## config.mk

```make
export PLATFORM = sky130hd
export DESIGN_NAME = fpx_exec
export DESIGN_NICKNAME = d
export VERILOG_FILES = /design/src/core/fpx_pkg.sv /design/src/core/fpx_skid.sv /design/src/core/fpx_exec.sv
export SDC_FILE = /design/constraint.sdc
export NUM_CORES = 1
export LEC_CHECK = 0
export BUFFER_PORTS_ARGS = -buffer_cell sky130_fd_sc_hd__buf_4
export CORE_UTILIZATION = 55
export CTS_CLUSTER_DIAMETER = 60
export DETAILED_ROUTE_END_ITERATION = 7
export GPL_TIMING_DRIVEN = 0
export PLACE_DENSITY = 0.76
export SYNTH_ARGS = -nofsm -noshare
export SYNTH_HDL_FRONTEND = slang
export SYNTH_SLANG_ARGS = --single-unit
```

## constraint.sdc

```tcl
create_clock -name mclk -period 5.74 [get_ports mclk]
set_input_delay 0.574 -clock mclk [delete_from_list [all_inputs] [get_ports mclk]]
set_output_delay 0.574 -clock mclk [all_outputs]
set_load 0.005 [all_outputs]
```

## src/core/fpx_pkg.sv

```systemverilog
// fpx_pkg: opcodes, return codes, sizes and carrier types of the flash command executor.
// assumes 32-bit command words, each split into a high and low 16-bit half.
package fpx_pkg;

  // opcodes in the upper half of the first word
  localparam logic [15:0] OP_MROW = 16'h0002;
  localparam logic [15:0] OP_WORD = 16'h0003;
  localparam logic [15:0] OP_ERASE_ALL = 16'h0004;
  localparam logic [15:0] OP_PAGE = 16'h0005;
  localparam logic [15:0] OP_BLANK = 16'h0006;

  // return codes in the lower half of an answer
  localparam logic [15:0] RC_OK = 16'h0000;
  localparam logic [15:0] RC_FAIL = 16'h0002;
  localparam logic [15:0] RC_UNK = 16'h0003;

  // sizes
  localparam int WORD_SHIFT = 2;
  localparam int ROW_BYTES = 512;
  localparam int ROW_WORDS = ROW_BYTES >> WORD_SHIFT;
  localparam logic [31:0] WORD_BYTES = 32'h0000_0004;
  localparam logic [31:0] PAGE_BYTES = 32'h0000_0400;
  localparam logic [31:0] ERASED_WORD = 32'hffff_ffff;

  // controller states, one-hot
  typedef enum logic [5:0] {
    S_IDLE = 6'h01,
    S_ARGS = 6'h02,
    S_DATA = 6'h04,
    S_FOP = 6'h08,
    S_STEP = 6'h10,
    S_RESP = 6'h20
  } fpx_state_e;

  // operations asked of the flash array
  typedef enum logic [1:0] {
    FL_PROG = 2'h0,
    FL_ERASE_ALL = 2'h1,
    FL_ERASE_PAGE = 2'h2,
    FL_READ = 2'h3
  } fpx_flop_e;

  // one 32-bit word of command or answer
  typedef struct packed {
    logic [15:0] hi;
    logic [15:0] lo;
  } fpx_word_s;

  // request held toward the flash array
  typedef struct packed {
    logic req;
    fpx_flop_e op;
    logic [31:0] addr;
    logic [31:0] wdata;
  } fpx_fcmd_s;

endpackage : fpx_pkg

```

## src/core/fpx_skid.sv

```systemverilog
// fpx_skid: two-entry buffer between the executor and the answer stream.
// assumes the receiver may hold ready low for any number of cycles.
`timescale 1ns/1ps
`default_nettype none
module fpx_skid
  import fpx_pkg::*;
#(
  parameter int WIDTH = 32
)
(
  input wire logic mclk,
  input wire logic arst_n,
  input wire logic in_valid,
  input wire logic [WIDTH-1:0] in_data,
  output logic in_ready,
  output logic out_valid,
  output logic [WIDTH-1:0] out_data,
  input wire logic out_ready
);

  logic sk_valid; // second entry occupied
  logic [WIDTH-1:0] sk_data; // second entry word
  wire push = in_valid & in_ready;
  wire pop = out_valid & out_ready;
  wire stall = out_valid & ~out_ready;

  // full only when both entries hold a word
  assign in_ready = ~sk_valid;

  // head entry: refills from the second entry first to keep order
  always_ff @(posedge mclk or negedge arst_n)
  begin
    if (!arst_n)
    begin
      out_valid <= 1'b0;
      out_data <= '0;
    end
    else if (pop | ~out_valid)
    begin
      out_valid <= sk_valid | push;
      out_data <= sk_valid ? sk_data : in_data;
    end
  end

  // second entry catches a word pushed while the head stalls
  always_ff @(posedge mclk or negedge arst_n)
  begin
    if (!arst_n)
    begin
      sk_valid <= 1'b0;
      sk_data <= '0;
    end
    else if (push & stall)
    begin
      sk_valid <= 1'b1;
      sk_data <= in_data;
    end
    else if (out_ready)
    begin
      sk_valid <= 1'b0;
    end
  end

  // a stalled word stays put until taken
  property p_hold;
    @(posedge mclk) disable iff (!arst_n)
    stall |=> out_valid && $stable(out_data);
  endproperty
  a_hold: assert property (p_hold) else $error("stalled answer changed");

  // a word pushed into a stalled head is kept, not dropped
  property p_keep;
    @(posedge mclk) disable iff (!arst_n)
    push && stall |=> sk_valid && sk_data == $past(in_data);
  endproperty
  a_keep: assert property (p_keep) else $error("pushed answer lost");

endmodule : fpx_skid
`default_nettype wire

```

## src/core/fpx_exec.sv

```systemverilog
// fpx_exec: command executor between a probe word stream and the flash array.
// assumes flash answers each held request with a one-cycle fl_done, fl_fail and fl_rdata beside it.
`timescale 1ns/1ps
`default_nettype none
module fpx_exec
  import fpx_pkg::*;
#(
  parameter int ROWW = ROW_WORDS
)
(
  input wire logic mclk,
  input wire logic arst_n,
  input wire logic cmd_valid,
  input wire logic [31:0] cmd_data,
  output logic cmd_ready,
  output logic rsp_valid,
  output logic [31:0] rsp_data,
  input wire logic rsp_ready,
  output var fpx_fcmd_s fl_cmd,
  input wire logic fl_done,
  input wire logic fl_fail,
  input wire logic [31:0] fl_rdata,
  input wire logic global_code_protect_bit,
  input wire logic global_write_protect_bit
);

  localparam int PW = $clog2(ROWW);
  localparam logic [PW-1:0] LAST_POS = PW'(ROWW - 1);

  // opcode set that is answered; anything else is unknown
  function automatic logic is_known(input logic [15:0] op);
    is_known = (op == OP_MROW) || (op == OP_WORD) || (op == OP_ERASE_ALL)
               || (op == OP_PAGE) || (op == OP_BLANK);
  endfunction : is_known

  // flash operation used by each opcode
  function automatic fpx_flop_e flop_of(input logic [15:0] op);
    case (op)
      OP_ERASE_ALL: flop_of = FL_ERASE_ALL;
      OP_PAGE: flop_of = FL_ERASE_PAGE;
      OP_BLANK: flop_of = FL_READ;
      default: flop_of = FL_PROG;
    endcase
  endfunction : flop_of

  fpx_state_e state, next_state; // controller state
  logic [15:0] opc, next_opc; // opcode being served
  logic [15:0] hlen, next_hlen; // length half of header
  logic argi, next_argi; // second argument word due
  logic [31:0] addr, next_addr; // flash address in use
  logic [31:0] wdata, next_wdata; // word to program
  logic [31:0] cnt, next_cnt; // words or pages still to do
  logic [PW-1:0] wpos, next_wpos; // word within current row
  logic [15:0] blk, next_blk; // low address of current row
  logic pend, next_pend; // previous row awaits its answer
  logic [15:0] pend_addr, next_pend_addr; // low address of that row
  fpx_word_s out0, next_out0; // answer to push now
  fpx_word_s out1, next_out1; // answer to push after it
  logic out_two, next_out_two; // both answers queued
  logic ret_data, next_ret_data; // go back to data after answers

  // decoded helpers
  fpx_word_s cmd_w;
  assign cmd_w = fpx_word_s'(cmd_data);
  wire acc = cmd_valid & cmd_ready;
  wire buf_ready;
  wire push = (state == S_RESP) & buf_ready;
  wire [31:0] arg_words = cmd_data >> WORD_SHIFT;
  wire [15:0] rc_done = fl_fail ? RC_FAIL : RC_OK;
  wire row_end = (wpos == LAST_POS);
  wire last_item = (cnt == 32'h0000_0001);
  wire protect_ones = global_code_protect_bit & global_write_protect_bit;
  wire mrow_done = (state == S_FOP) & fl_done & (opc == OP_MROW);

  // answer stream passes a two-entry buffer so a stall loses nothing
  fpx_skid #(.WIDTH(32)) u_skid (
    .mclk(mclk),
    .arst_n(arst_n),
    .in_valid(state == S_RESP),
    .in_data(out0),
    .in_ready(buf_ready),
    .out_valid(rsp_valid),
    .out_data(rsp_data),
    .out_ready(rsp_ready)
  );

  // next-state and datapath decisions
  always_comb
  begin
    next_state = state;
    next_opc = opc;
    next_hlen = hlen;
    next_argi = argi;
    next_addr = addr;
    next_wdata = wdata;
    next_cnt = cnt;
    next_wpos = wpos;
    next_blk = blk;
    next_pend = pend;
    next_pend_addr = pend_addr;
    next_out0 = out0;
    next_out1 = out1;
    next_out_two = out_two;
    next_ret_data = ret_data;
    case (state)
      // header word: opcode above, length below
      S_IDLE:
        if (acc)
        begin
          next_opc = cmd_w.hi;
          next_hlen = cmd_w.lo;
          next_argi = 1'b0;
          next_out_two = 1'b0;
          next_ret_data = 1'b0;
          if (!is_known(cmd_w.hi))
          begin
            next_out0 = '{cmd_w.hi, RC_UNK};
            next_state = S_RESP;
          end
          else if (cmd_w.hi == OP_ERASE_ALL)
          begin
            next_state = S_FOP;
          end
          else
          begin
            next_state = S_ARGS;
          end
        end
      // argument words: address, then length or data; page erase takes the address only
      S_ARGS:
        if (acc && !argi)
        begin
          next_addr = cmd_data;
          if (opc != OP_PAGE)
          begin
            next_argi = 1'b1;
          end
          else if (hlen == 16'h0000)
          begin
            next_out0 = '{opc, RC_OK};
            next_state = S_RESP;
          end
          else
          begin
            // page count from the header; base alignment is the probe's job
            next_cnt = 32'(hlen);
            next_state = S_FOP;
          end
        end
        else if (acc)
        begin
          next_cnt = arg_words;
          if (opc == OP_WORD)
          begin
            next_wdata = cmd_data;
            next_state = S_FOP;
          end
          else if (opc == OP_MROW)
          begin
            // row alignment and whole rows are trusted from the probe
            next_wpos = '0;
            next_blk = addr[15:0];
            next_pend = 1'b0;
            next_out0 = '{addr[15:0], RC_OK};
            next_state = (arg_words == 32'h0000_0000) ? S_RESP : S_DATA;
          end
          else if (!protect_ones)
          begin
            next_out0 = '{opc, RC_FAIL};
            next_state = S_RESP;
          end
          else
          begin
            next_out0 = '{opc, RC_OK};
            next_state = (arg_words == 32'h0000_0000) ? S_RESP : S_FOP;
          end
        end
      // one data word of a row write
      S_DATA:
        if (acc)
        begin
          next_wdata = cmd_data;
          next_state = S_FOP;
        end
      // flash busy; act on its completion
      S_FOP:
        if (fl_done)
        begin
          next_state = S_RESP;
          next_out0 = '{opc, rc_done};
          next_cnt = cnt - 32'h0000_0001;
          if (opc == OP_PAGE && !fl_fail && !last_item)
          begin
            next_addr = addr + PAGE_BYTES;
            next_state = S_STEP;
          end
          else if (opc == OP_BLANK)
          begin
            next_addr = addr + WORD_BYTES;
            if (fl_rdata != ERASED_WORD)
            begin
              next_out0 = '{opc, RC_FAIL};
            end
            else if (!last_item)
            begin
              next_state = S_STEP;
            end
          end
          else if (opc == OP_MROW)
          begin
            next_addr = addr + WORD_BYTES;
            next_wpos = wpos + 1'b1;
            next_out0 = '{blk, rc_done};
            next_ret_data = 1'b0;
            if (fl_fail || (row_end && last_item))
            begin
              // older row answered first; failure ends the command
              next_out_two = pend;
              next_out0 = pend ? fpx_word_s'{pend_addr, RC_OK} : fpx_word_s'{blk, rc_done};
              next_out1 = '{blk, rc_done};
            end
            else if (row_end)
            begin
              // row done: previous row is answered, this one waits
              next_pend = 1'b1;
              next_pend_addr = blk;
              next_blk = next_addr[15:0];
              next_out0 = '{pend_addr, RC_OK};
              next_ret_data = 1'b1;
              next_state = pend ? S_RESP : S_DATA;
            end
            else
            begin
              next_state = S_DATA;
            end
          end
        end
      // one idle cycle drops the request between loop steps
      S_STEP:
        next_state = S_FOP;
      // push queued answers into the buffer
      S_RESP:
        if (push && out_two)
        begin
          next_out0 = out1;
          next_out_two = 1'b0;
        end
        else if (push)
        begin
          next_state = ret_data ? S_DATA : S_IDLE;
        end
      default:
        next_state = S_IDLE;
    endcase
  end

  // controller registers
  always_ff @(posedge mclk or negedge arst_n)
  begin
    if (!arst_n)
    begin
      state <= S_IDLE;
      {opc, hlen, argi, addr, wdata, cnt, wpos} <= '0;
      {blk, pend, pend_addr, out0, out1, out_two, ret_data} <= '0;
    end
    else
    begin
      state <= next_state;
      {opc, hlen, argi, addr, wdata, cnt, wpos} <= {next_opc, next_hlen, next_argi, next_addr,
        next_wdata, next_cnt, next_wpos};
      {blk, pend, pend_addr, out0, out1, out_two, ret_data} <= {next_blk, next_pend,
        next_pend_addr, next_out0, next_out1, next_out_two, next_ret_data};
    end
  end

  // outputs registered from next state so they line up with it
  always_ff @(posedge mclk or negedge arst_n)
  begin
    if (!arst_n)
    begin
      cmd_ready <= 1'b0;
      fl_cmd <= '0;
    end
    else
    begin
      cmd_ready <= (next_state == S_IDLE) || (next_state == S_ARGS) || (next_state == S_DATA);
      fl_cmd <= '{next_state == S_FOP, flop_of(next_opc), next_addr, next_wdata};
    end
  end

  property p_unknown;
    @(posedge mclk) disable iff (!arst_n)
    state == S_IDLE && acc && !is_known(cmd_w.hi) |=> state == S_RESP && out0 == {$past(cmd_w.hi), RC_UNK};
  endproperty
  a_unknown: assert property (p_unknown) else $error("unknown opcode not refused");

  property p_tag;
    @(posedge mclk) disable iff (!arst_n)
    push && opc != OP_MROW |-> out0.hi == opc;
  endproperty
  a_tag: assert property (p_tag) else $error("answer lacks opcode");

  property p_fail_stop;
    @(posedge mclk) disable iff (!arst_n)
    mrow_done && fl_fail |=> state == S_RESP && !cmd_ready && !ret_data ##1 state != S_DATA;
  endproperty
  a_fail_stop: assert property (p_fail_stop) else $error("data taken after failure");

  property p_first_row;
    @(posedge mclk) disable iff (!arst_n)
    mrow_done && !fl_fail && row_end && !last_item && !pend |=> state == S_DATA && pend;
  endproperty
  a_first_row: assert property (p_first_row) else $error("first row answered early");

  property p_two_rows;
    @(posedge mclk) disable iff (!arst_n)
    mrow_done && !fl_fail && row_end && last_item && pend |=> out_two && out0.hi == $past(pend_addr)
      && out1.hi == $past(blk);
  endproperty
  a_two_rows: assert property (p_two_rows) else $error("final answers out of order");

  property p_one_row;
    @(posedge mclk) disable iff (!arst_n)
    mrow_done && row_end && last_item && !pend |=> state == S_RESP && !out_two;
  endproperty
  a_one_row: assert property (p_one_row) else $error("single row answer wrong");

  property p_erase_all;
    @(posedge mclk) disable iff (!arst_n)
    state == S_IDLE && acc && cmd_w.hi == OP_ERASE_ALL |=> fl_cmd.req && fl_cmd.op == FL_ERASE_ALL;
  endproperty
  a_erase_all: assert property (p_erase_all) else $error("full erase not issued");

  property p_page_step;
    @(posedge mclk) disable iff (!arst_n)
    state == S_FOP && fl_done && opc == OP_PAGE && !fl_fail && !last_item |=> !fl_cmd.req
      && fl_cmd.addr == $past(fl_cmd.addr) + PAGE_BYTES ##1 fl_cmd.req;
  endproperty
  a_page_step: assert property (p_page_step) else $error("page stride wrong");

  property p_blank_fail;
    @(posedge mclk) disable iff (!arst_n)
    state == S_FOP && fl_done && opc == OP_BLANK && fl_rdata != ERASED_WORD |=> state == S_RESP
      && out0.lo == RC_FAIL;
  endproperty
  a_blank_fail: assert property (p_blank_fail) else $error("non-blank word passed");

  property p_word_rc;
    @(posedge mclk) disable iff (!arst_n)
    state == S_FOP && fl_done && opc == OP_WORD |=> out0.lo == ($past(fl_fail) ? RC_FAIL : RC_OK);
  endproperty
  a_word_rc: assert property (p_word_rc) else $error("word write status wrong");

endmodule : fpx_exec
`default_nettype wire

```

* Word level (Yosys, flattened, before mapping)
Cells that the tools add are included. Widths: inputs -> output; s select.
Word-level totals: flip-flop bits (word level) 311, input port bits 72, output and inout port bits 101, logic and storage cells 246
Operators by class: add/sub/neg operators 4, equality and inequality tests 50, mux-type cells 118, bitwise operators 14, reductions and logical operators 36
Operators by type and width (number):
- $mux 32 | 31
- $mux 16 | 12
- $pmux 32 s2 | 3
- $mux 6 | 23
- $eq 16x3->1 const B | 8
- $pmux 32 s4 | 1
- $eq 16x2->1 const B | 4
- $mux 7 | 8
- $pmux 6 s6 | 1
- $add 32x11->32 const B | 1
- $add 32x3->32 const B | 1
- $eq 32x1->1 const B | 1
- $logic_not 32->1 | 1
- $ne 2x2->1 const B | 16
- $ne 32x32->1 const B | 1
- $pmux 16 s2 | 1
- $sub 32x1->32 const B | 1
- $mux 1 | 27
- $reduce_and 9->1 | 2
- $logic_not 16->1 | 1
- $ne 16x3->1 const B | 1
- $ne 3x3->1 const B | 5
- $pmux 7 s2 | 1
- $eq 6x1->1 const B | 2
- 31 further kinds | 69

* Logic depth before layout (Yosys ltp)
depth in word-level cells 12, gate-level depth with buffers 11, depth with buffers taken out 9

* Modules after synthesis
From an unflattened synthesis, not the netlist that was laid out.
Unflattened totals: cells, all modules 1489, area, all modules 15194.6 um^2
Modules (own cells, without submodules):
- fpx_exec | times used 1, cells each 1308, area each 12311.8 um^2, sequential area each 5406.4 um^2
- fpx_skid | times used 1, cells each 181, area each 2882.8 um^2, sequential area each 1651.6 um^2

* Least setup slack after synthesis
OpenSTA, ideal clock, no wires.
path kind register to register, start point reg cnt[26], end point reg out0[17] (netlist name), data arrival time 2896 ps, slack 2720 ps, cell stages (with the launch flop) 9, buffers on the path 1, clock period less this slack 3020 ps, cell sequence dfrtp_1 > or4_1 > buf_2 > or4_4 > or4_4 > and4b_1 > or4_1 > a31oi_1 > o21ai_1
Between the ends: word-level cells in the longest chain between the ends 9, elaborated cells between the ends (all ways) 11
RTL lines:
- from (decl) | line fpx_exec.sv:52 | logic [31:0] cnt, next_cnt;
- from (signal assigned) | line fpx_exec.sv:269 | {opc, hlen, argi, addr, wdata, cnt, wpos} <= {next_opc, next_hlen, next_argi, next_addr,
- $eq 32x1->1 (*) | line fpx_exec.sv:71 | wire last_item = (cnt == 32'h0000_0001);
- $logic_and 1x1->1 | line fpx_exec.sv:215 | if (fl_fail || (row_end && last_item))
- $logic_or 1x1->1 | line fpx_exec.sv:215
- $mux 32 | line fpx_exec.sv:215
- $mux 32 | line fpx_exec.sv:209 | else if (opc == OP_MROW)
- $mux 32 | line fpx_exec.sv:197 | else if (opc == OP_BLANK)
- $mux 32 (*) | line fpx_exec.sv:192 | if (opc == OP_PAGE && !fl_fail && !last_item)
- $mux 32 (*) | line fpx_exec.sv:187 | if (fl_done)
- $pmux 32 s4 (*) | line fpx_exec.sv:105 | case (state)
- to (signal assigned) | line fpx_exec.sv:271 | {blk, pend, pend_addr, out0, out1, out_two, ret_data} <= {next_blk, next_pend,
- to (decl) | line fpx_exec.sv:57 | fpx_word_s out0, next_out0;
Every way passes the cells marked *; elsewhere a longest branch is shown, timed or not. The select of a mux whose other input is x is not followed. A chain may end at the register's enable or synchronous reset.

* Final worst setup path
start point reg opc[7], end point reg fl_cmd[45] (netlist name)
Between the ends: word-level cells in the longest chain between the ends 6, elaborated cells between the ends (all ways) 11
RTL lines:
- from (decl) | line fpx_exec.sv:47 | logic [15:0] opc, next_opc;
- from (signal assigned) | line fpx_exec.sv:269
- $eq 16x3->1 | line fpx_exec.sv:192
- $logic_and 1x1->1 (2 in a row) | line fpx_exec.sv:192
- $mux 32 | line fpx_exec.sv:192
- $mux 32 | line fpx_exec.sv:187
- $pmux 32 s2 | line fpx_exec.sv:105
- to (signal assigned) | line fpx_exec.sv:287 | fl_cmd <= '{next_state == S_FOP, flop_of(next_opc), next_addr, next_wdata};
- to (decl) | line fpx_exec.sv:19 | output var fpx_fcmd_s fl_cmd,
Several ways; a longest one is shown, not always the timed one. The select of a mux whose other input is x is not followed.

==> flow_summary.json <==
{
  "outcome": "complete, but fails checks",
  "violations": "hold timing",
  "clk_path_buf_depth": 3,
  "grt_use_met2_pct": 57.3,
  "synthArstFlopShare_pct": 100,
  "synth-seq-cells": 254,
  "reg2regPathDepth": 8,
  "placed_area_mm2": 0.0153,
  "fin_cells": 1970,
  "crit_type": "register to register",
  "synthTopCellsByArea": "dfrtp_1 46%, mux2_2 10%, o21ai_0 4.2%, nand2_1 4.0%, a21oi_1 3.8%",
  "ios": 173,
  "grt-busiest-layer": "met2",
  "synth.distinct_cells": 68,
  "io_buffers": 155,
  "num-fill-cells": 1927,
  "avgSynthCellArea_um2": 9.60,
  "grtUsageMet1_pct": 46.0,
  "timing.final.crit_share_pct": 76.1,
  "cp-end-kind": "register",
  "cts_tree": "built",
  "r2r_start": "opc[7]$_DFF_PN0_",
  "grt_overflow_total": 0,
  "cp_max_fo": 10,
  "routedWlPerCell_um": 22.8,
  "crit_required_ps": 6150,
  "yosysSeqAreaShare_pct": 46.7,
  "synth.top_cell.area_share_pct": 46.5,
  "synth_ff_type": "dfrtp_1",
  "fin_total_pwr_mw": 5.50,
  "fin_nets": 1698,
  "drcViolationCount": 0,
  "routed-via-count": 12800,
  "start_util_pct": 56.0,
  "routed_wl_um": 44900,
  "cpPeakStageDelay_ps": 950,
  "arrival_ps": 4780,
  "start_kind": "register",
  "h-tree-depth": 1,
  "antenna_found_initial": 0,
  "final-hold-violation-count": 1,
  "final_common_cell": "dfrtp_1",
  "drt_iter0_markers": 1433,
  "final_antenna_net_count": 0,
  "clk_latency_ps": 570,
  "reg2reg_slack_ps": 1370,
  "synth_area_mm2": 0.0136,
  "setup_ws_ps": 1370,
  "crit_slowest_cell": "nor3_1",
  "rsz0062_at_grt": "no",
  "die_h_um": 159,
  "relSlewSlack_pct": 12.6,
  "syn_inst": 1419,
  "period_needed_ps": 4370,
  "fin_worst_skew_ps": 22.9,
  "grt_pass1_wl_um": 70100,
  "cts_hold_buf": 0,
  "fin_tns_setup_ps": 0,
  "cts-root-buf": "clkbuf_16",
  "die_w_um": 159,
  "critPathLaunch": "opc[7]$_DFF_PN0_",
  "path_clk_slew_ps": 60,
  "cts.sinks": 254,
  "dr.pass1.iters": 6,
  "avgViaCountPerCell": 6.48,
  "post_cts_buffers": 0,
  "hold_class": "primary input to asynchronous set/reset pin",
  "layout_common_cells": "253 x dfrtp_1, 171 x buf_4, 145 x nand2_1",
  "synth_edf_count": 0,
  "setup_viol": 0,
  "detailed_place_hpwl_um": 32500,
  "grt.met3_usage_pct": 6.90,
  "utilization_pct": 67.3,
  "power_density_mw_per_mm2": 336,
  "placedCellCount": 1913,
  "post-place-ws_ps": 1570,
  "p_leak_nw": 7.21,
  "worstPathCellList": "nor4_1 > nand4_1 > nor3_1 > a21oi_1 > o21ai_0 > clkbuf_1 > clkbuf_1 > a21oi_1",
  "tightest_slew_ps": 1300,
  "synth_top_area_cell": "dfrtp_1",
  "crit_end": "fl_cmd[45]$_DFFE_PN0P_",
  "num_rows": 57,
  "cts_resized": 0,
  "dieArea_mm2": 0.0254,
  "core-area_mm2": 0.0243,
  "worstReg2RegEnd": "fl_cmd[45]$_DFFE_PN0P_",
  "drv_cap": 0,
  "gp_congestion": 0.957,
  "grt_start_max_net_pins": 91,
  "maxSlewViolCount": 0,
  "hold_slack_ps": -2.53,
  "fmax_mhz": 229,
  "grt_pass1_vias": 12400,
  "numCtsBuffers": 30,
  "track_usage_pct": 35.2,
  "yosys_warnings": 0,
  "drive_above_1_share_pct": 22.7,
  "ir_worst_vdd_v": 0.000251,
  "area_growth_pct": 20.1,
  "postLayoutCellArea_mm2": 0.0164
}
[synthesized netlist by cell type (all sizes together), types with 6 or more instances]
| library cell | n |
|---|---|
| a21o | 10 |
| a21oi | 105 |
| a22o | 13 |
| a2bb2oi | 7 |
| a311oi | 11 |
| a31oi | 18 |
| a32oi | 8 |
| and2 | 11 |
| and3 | 20 |
| and4 | 7 |
| buf | 29 |
| clkbuf | 84 |
| dfrtp | 253 |
| inv | 12 |
| mux2 | 122 |
| mux2i | 43 |
| nand2 | 145 |
| nand3 | 38 |
| nand3b | 6 |
| nand4 | 23 |
| nor2 | 103 |
| nor3 | 35 |
| nor3b | 6 |
| nor4 | 27 |
| o21ai | 116 |
| o221ai | 17 |
| o22ai | 27 |
| o31ai | 26 |
| or2 | 7 |
| or4 | 7 |
| xnor2 | 7 |
| xor2 | 11 |
[per-layer routing]
metal  vias up  wire length [um]
met5         -                 0
met4         0              2290
met3       174              4540
met2       798             20700
met1      6133             17500
li1       5662                 -
[sequential cells by signal (all words and copies together) (netlist names), 6 cells and up]
register         count
blk                 16
cnt                 32
fl_cmd              67
hlen                16
opc                 16
out0                18
out1                17
pend_addr           16
state                6
u_skid.out_data     18
u_skid.sk_data      18
wpos                 7
[power by group]
| part | internal [mW] | switching, mW | total, mW |
|---|---|---|---|
| clock | 1.22 | 0.788 | 2.01 |
| combinational | 0.532 | 0.636 | 1.17 |
| sequential | 2.10 | 0.224 | 2.32 |
[worst max-delay path, delay by kind of cell, from the launching register on]
family | cells | cell delay (ps)
and+or+nand+nor | 3 | 2010
buffers and inverters | 2 | 1000
AOI/OAI and AO/OA | 3 | 790
DFF | 1 | 410
[worst min-delay path by stage]
stage	start	endpoint	slack [ps]	cells past startpoint
2_1_floorplan	arst_n	argi$_DFFE_PN0P_	280	0
3_3_place_gp	wpos[6]$_DFFE_PN0P_	wpos[6]$_DFFE_PN0P_	450	1
3_5_place_dp	wpos[6]$_DFFE_PN0P_	wpos[6]$_DFFE_PN0P_	470	1
4_1_cts	arst_n	fl_cmd[66]$_DFF_PN0_	20	1
5_1_grt	arst_n	fl_cmd[66]$_DFF_PN0_	50	1
6_report	arst_n	fl_cmd[66]$_DFF_PN0_	-3	1
[layout make-up]
cell class | instances | area, um2 | share of cell area (%)
Sequential cell | 254 | 6360 | 38.8
Tap cell | 324 | 405 | 2.48
Antenna cell | 1 | 2.50 | 0.0153
Buffer | 113 | 497 | 3.03
Multi-Input combinational cell | 1053 | 6770 | 41.4
Inverter | 12 | 45.0 | 0.275
Clock inverter | 14 | 164 | 1.00
Clock buffer | 42 | 897 | 5.48
Timing Repair Buffer | 157 | 1230 | 7.49
[logic make-up after synthesis]
group / count (synthesis) / share of synthesized area [%]
AND/OR/NAND/NOR: 455 / 16.2
AO/OA/AOI/OAI: 396 / 18.2
flip-flops: 254 / 46.7
multiplexers: 165 / 13.2
buffers and inverters: 125 / 3.98
XOR/XNOR: 18 / 1.16
adder cells (fa/ha/maj): 5 / 0.459
other: 1 / 0.0275
No activity file was read; power rests on OpenSTA's default activity.
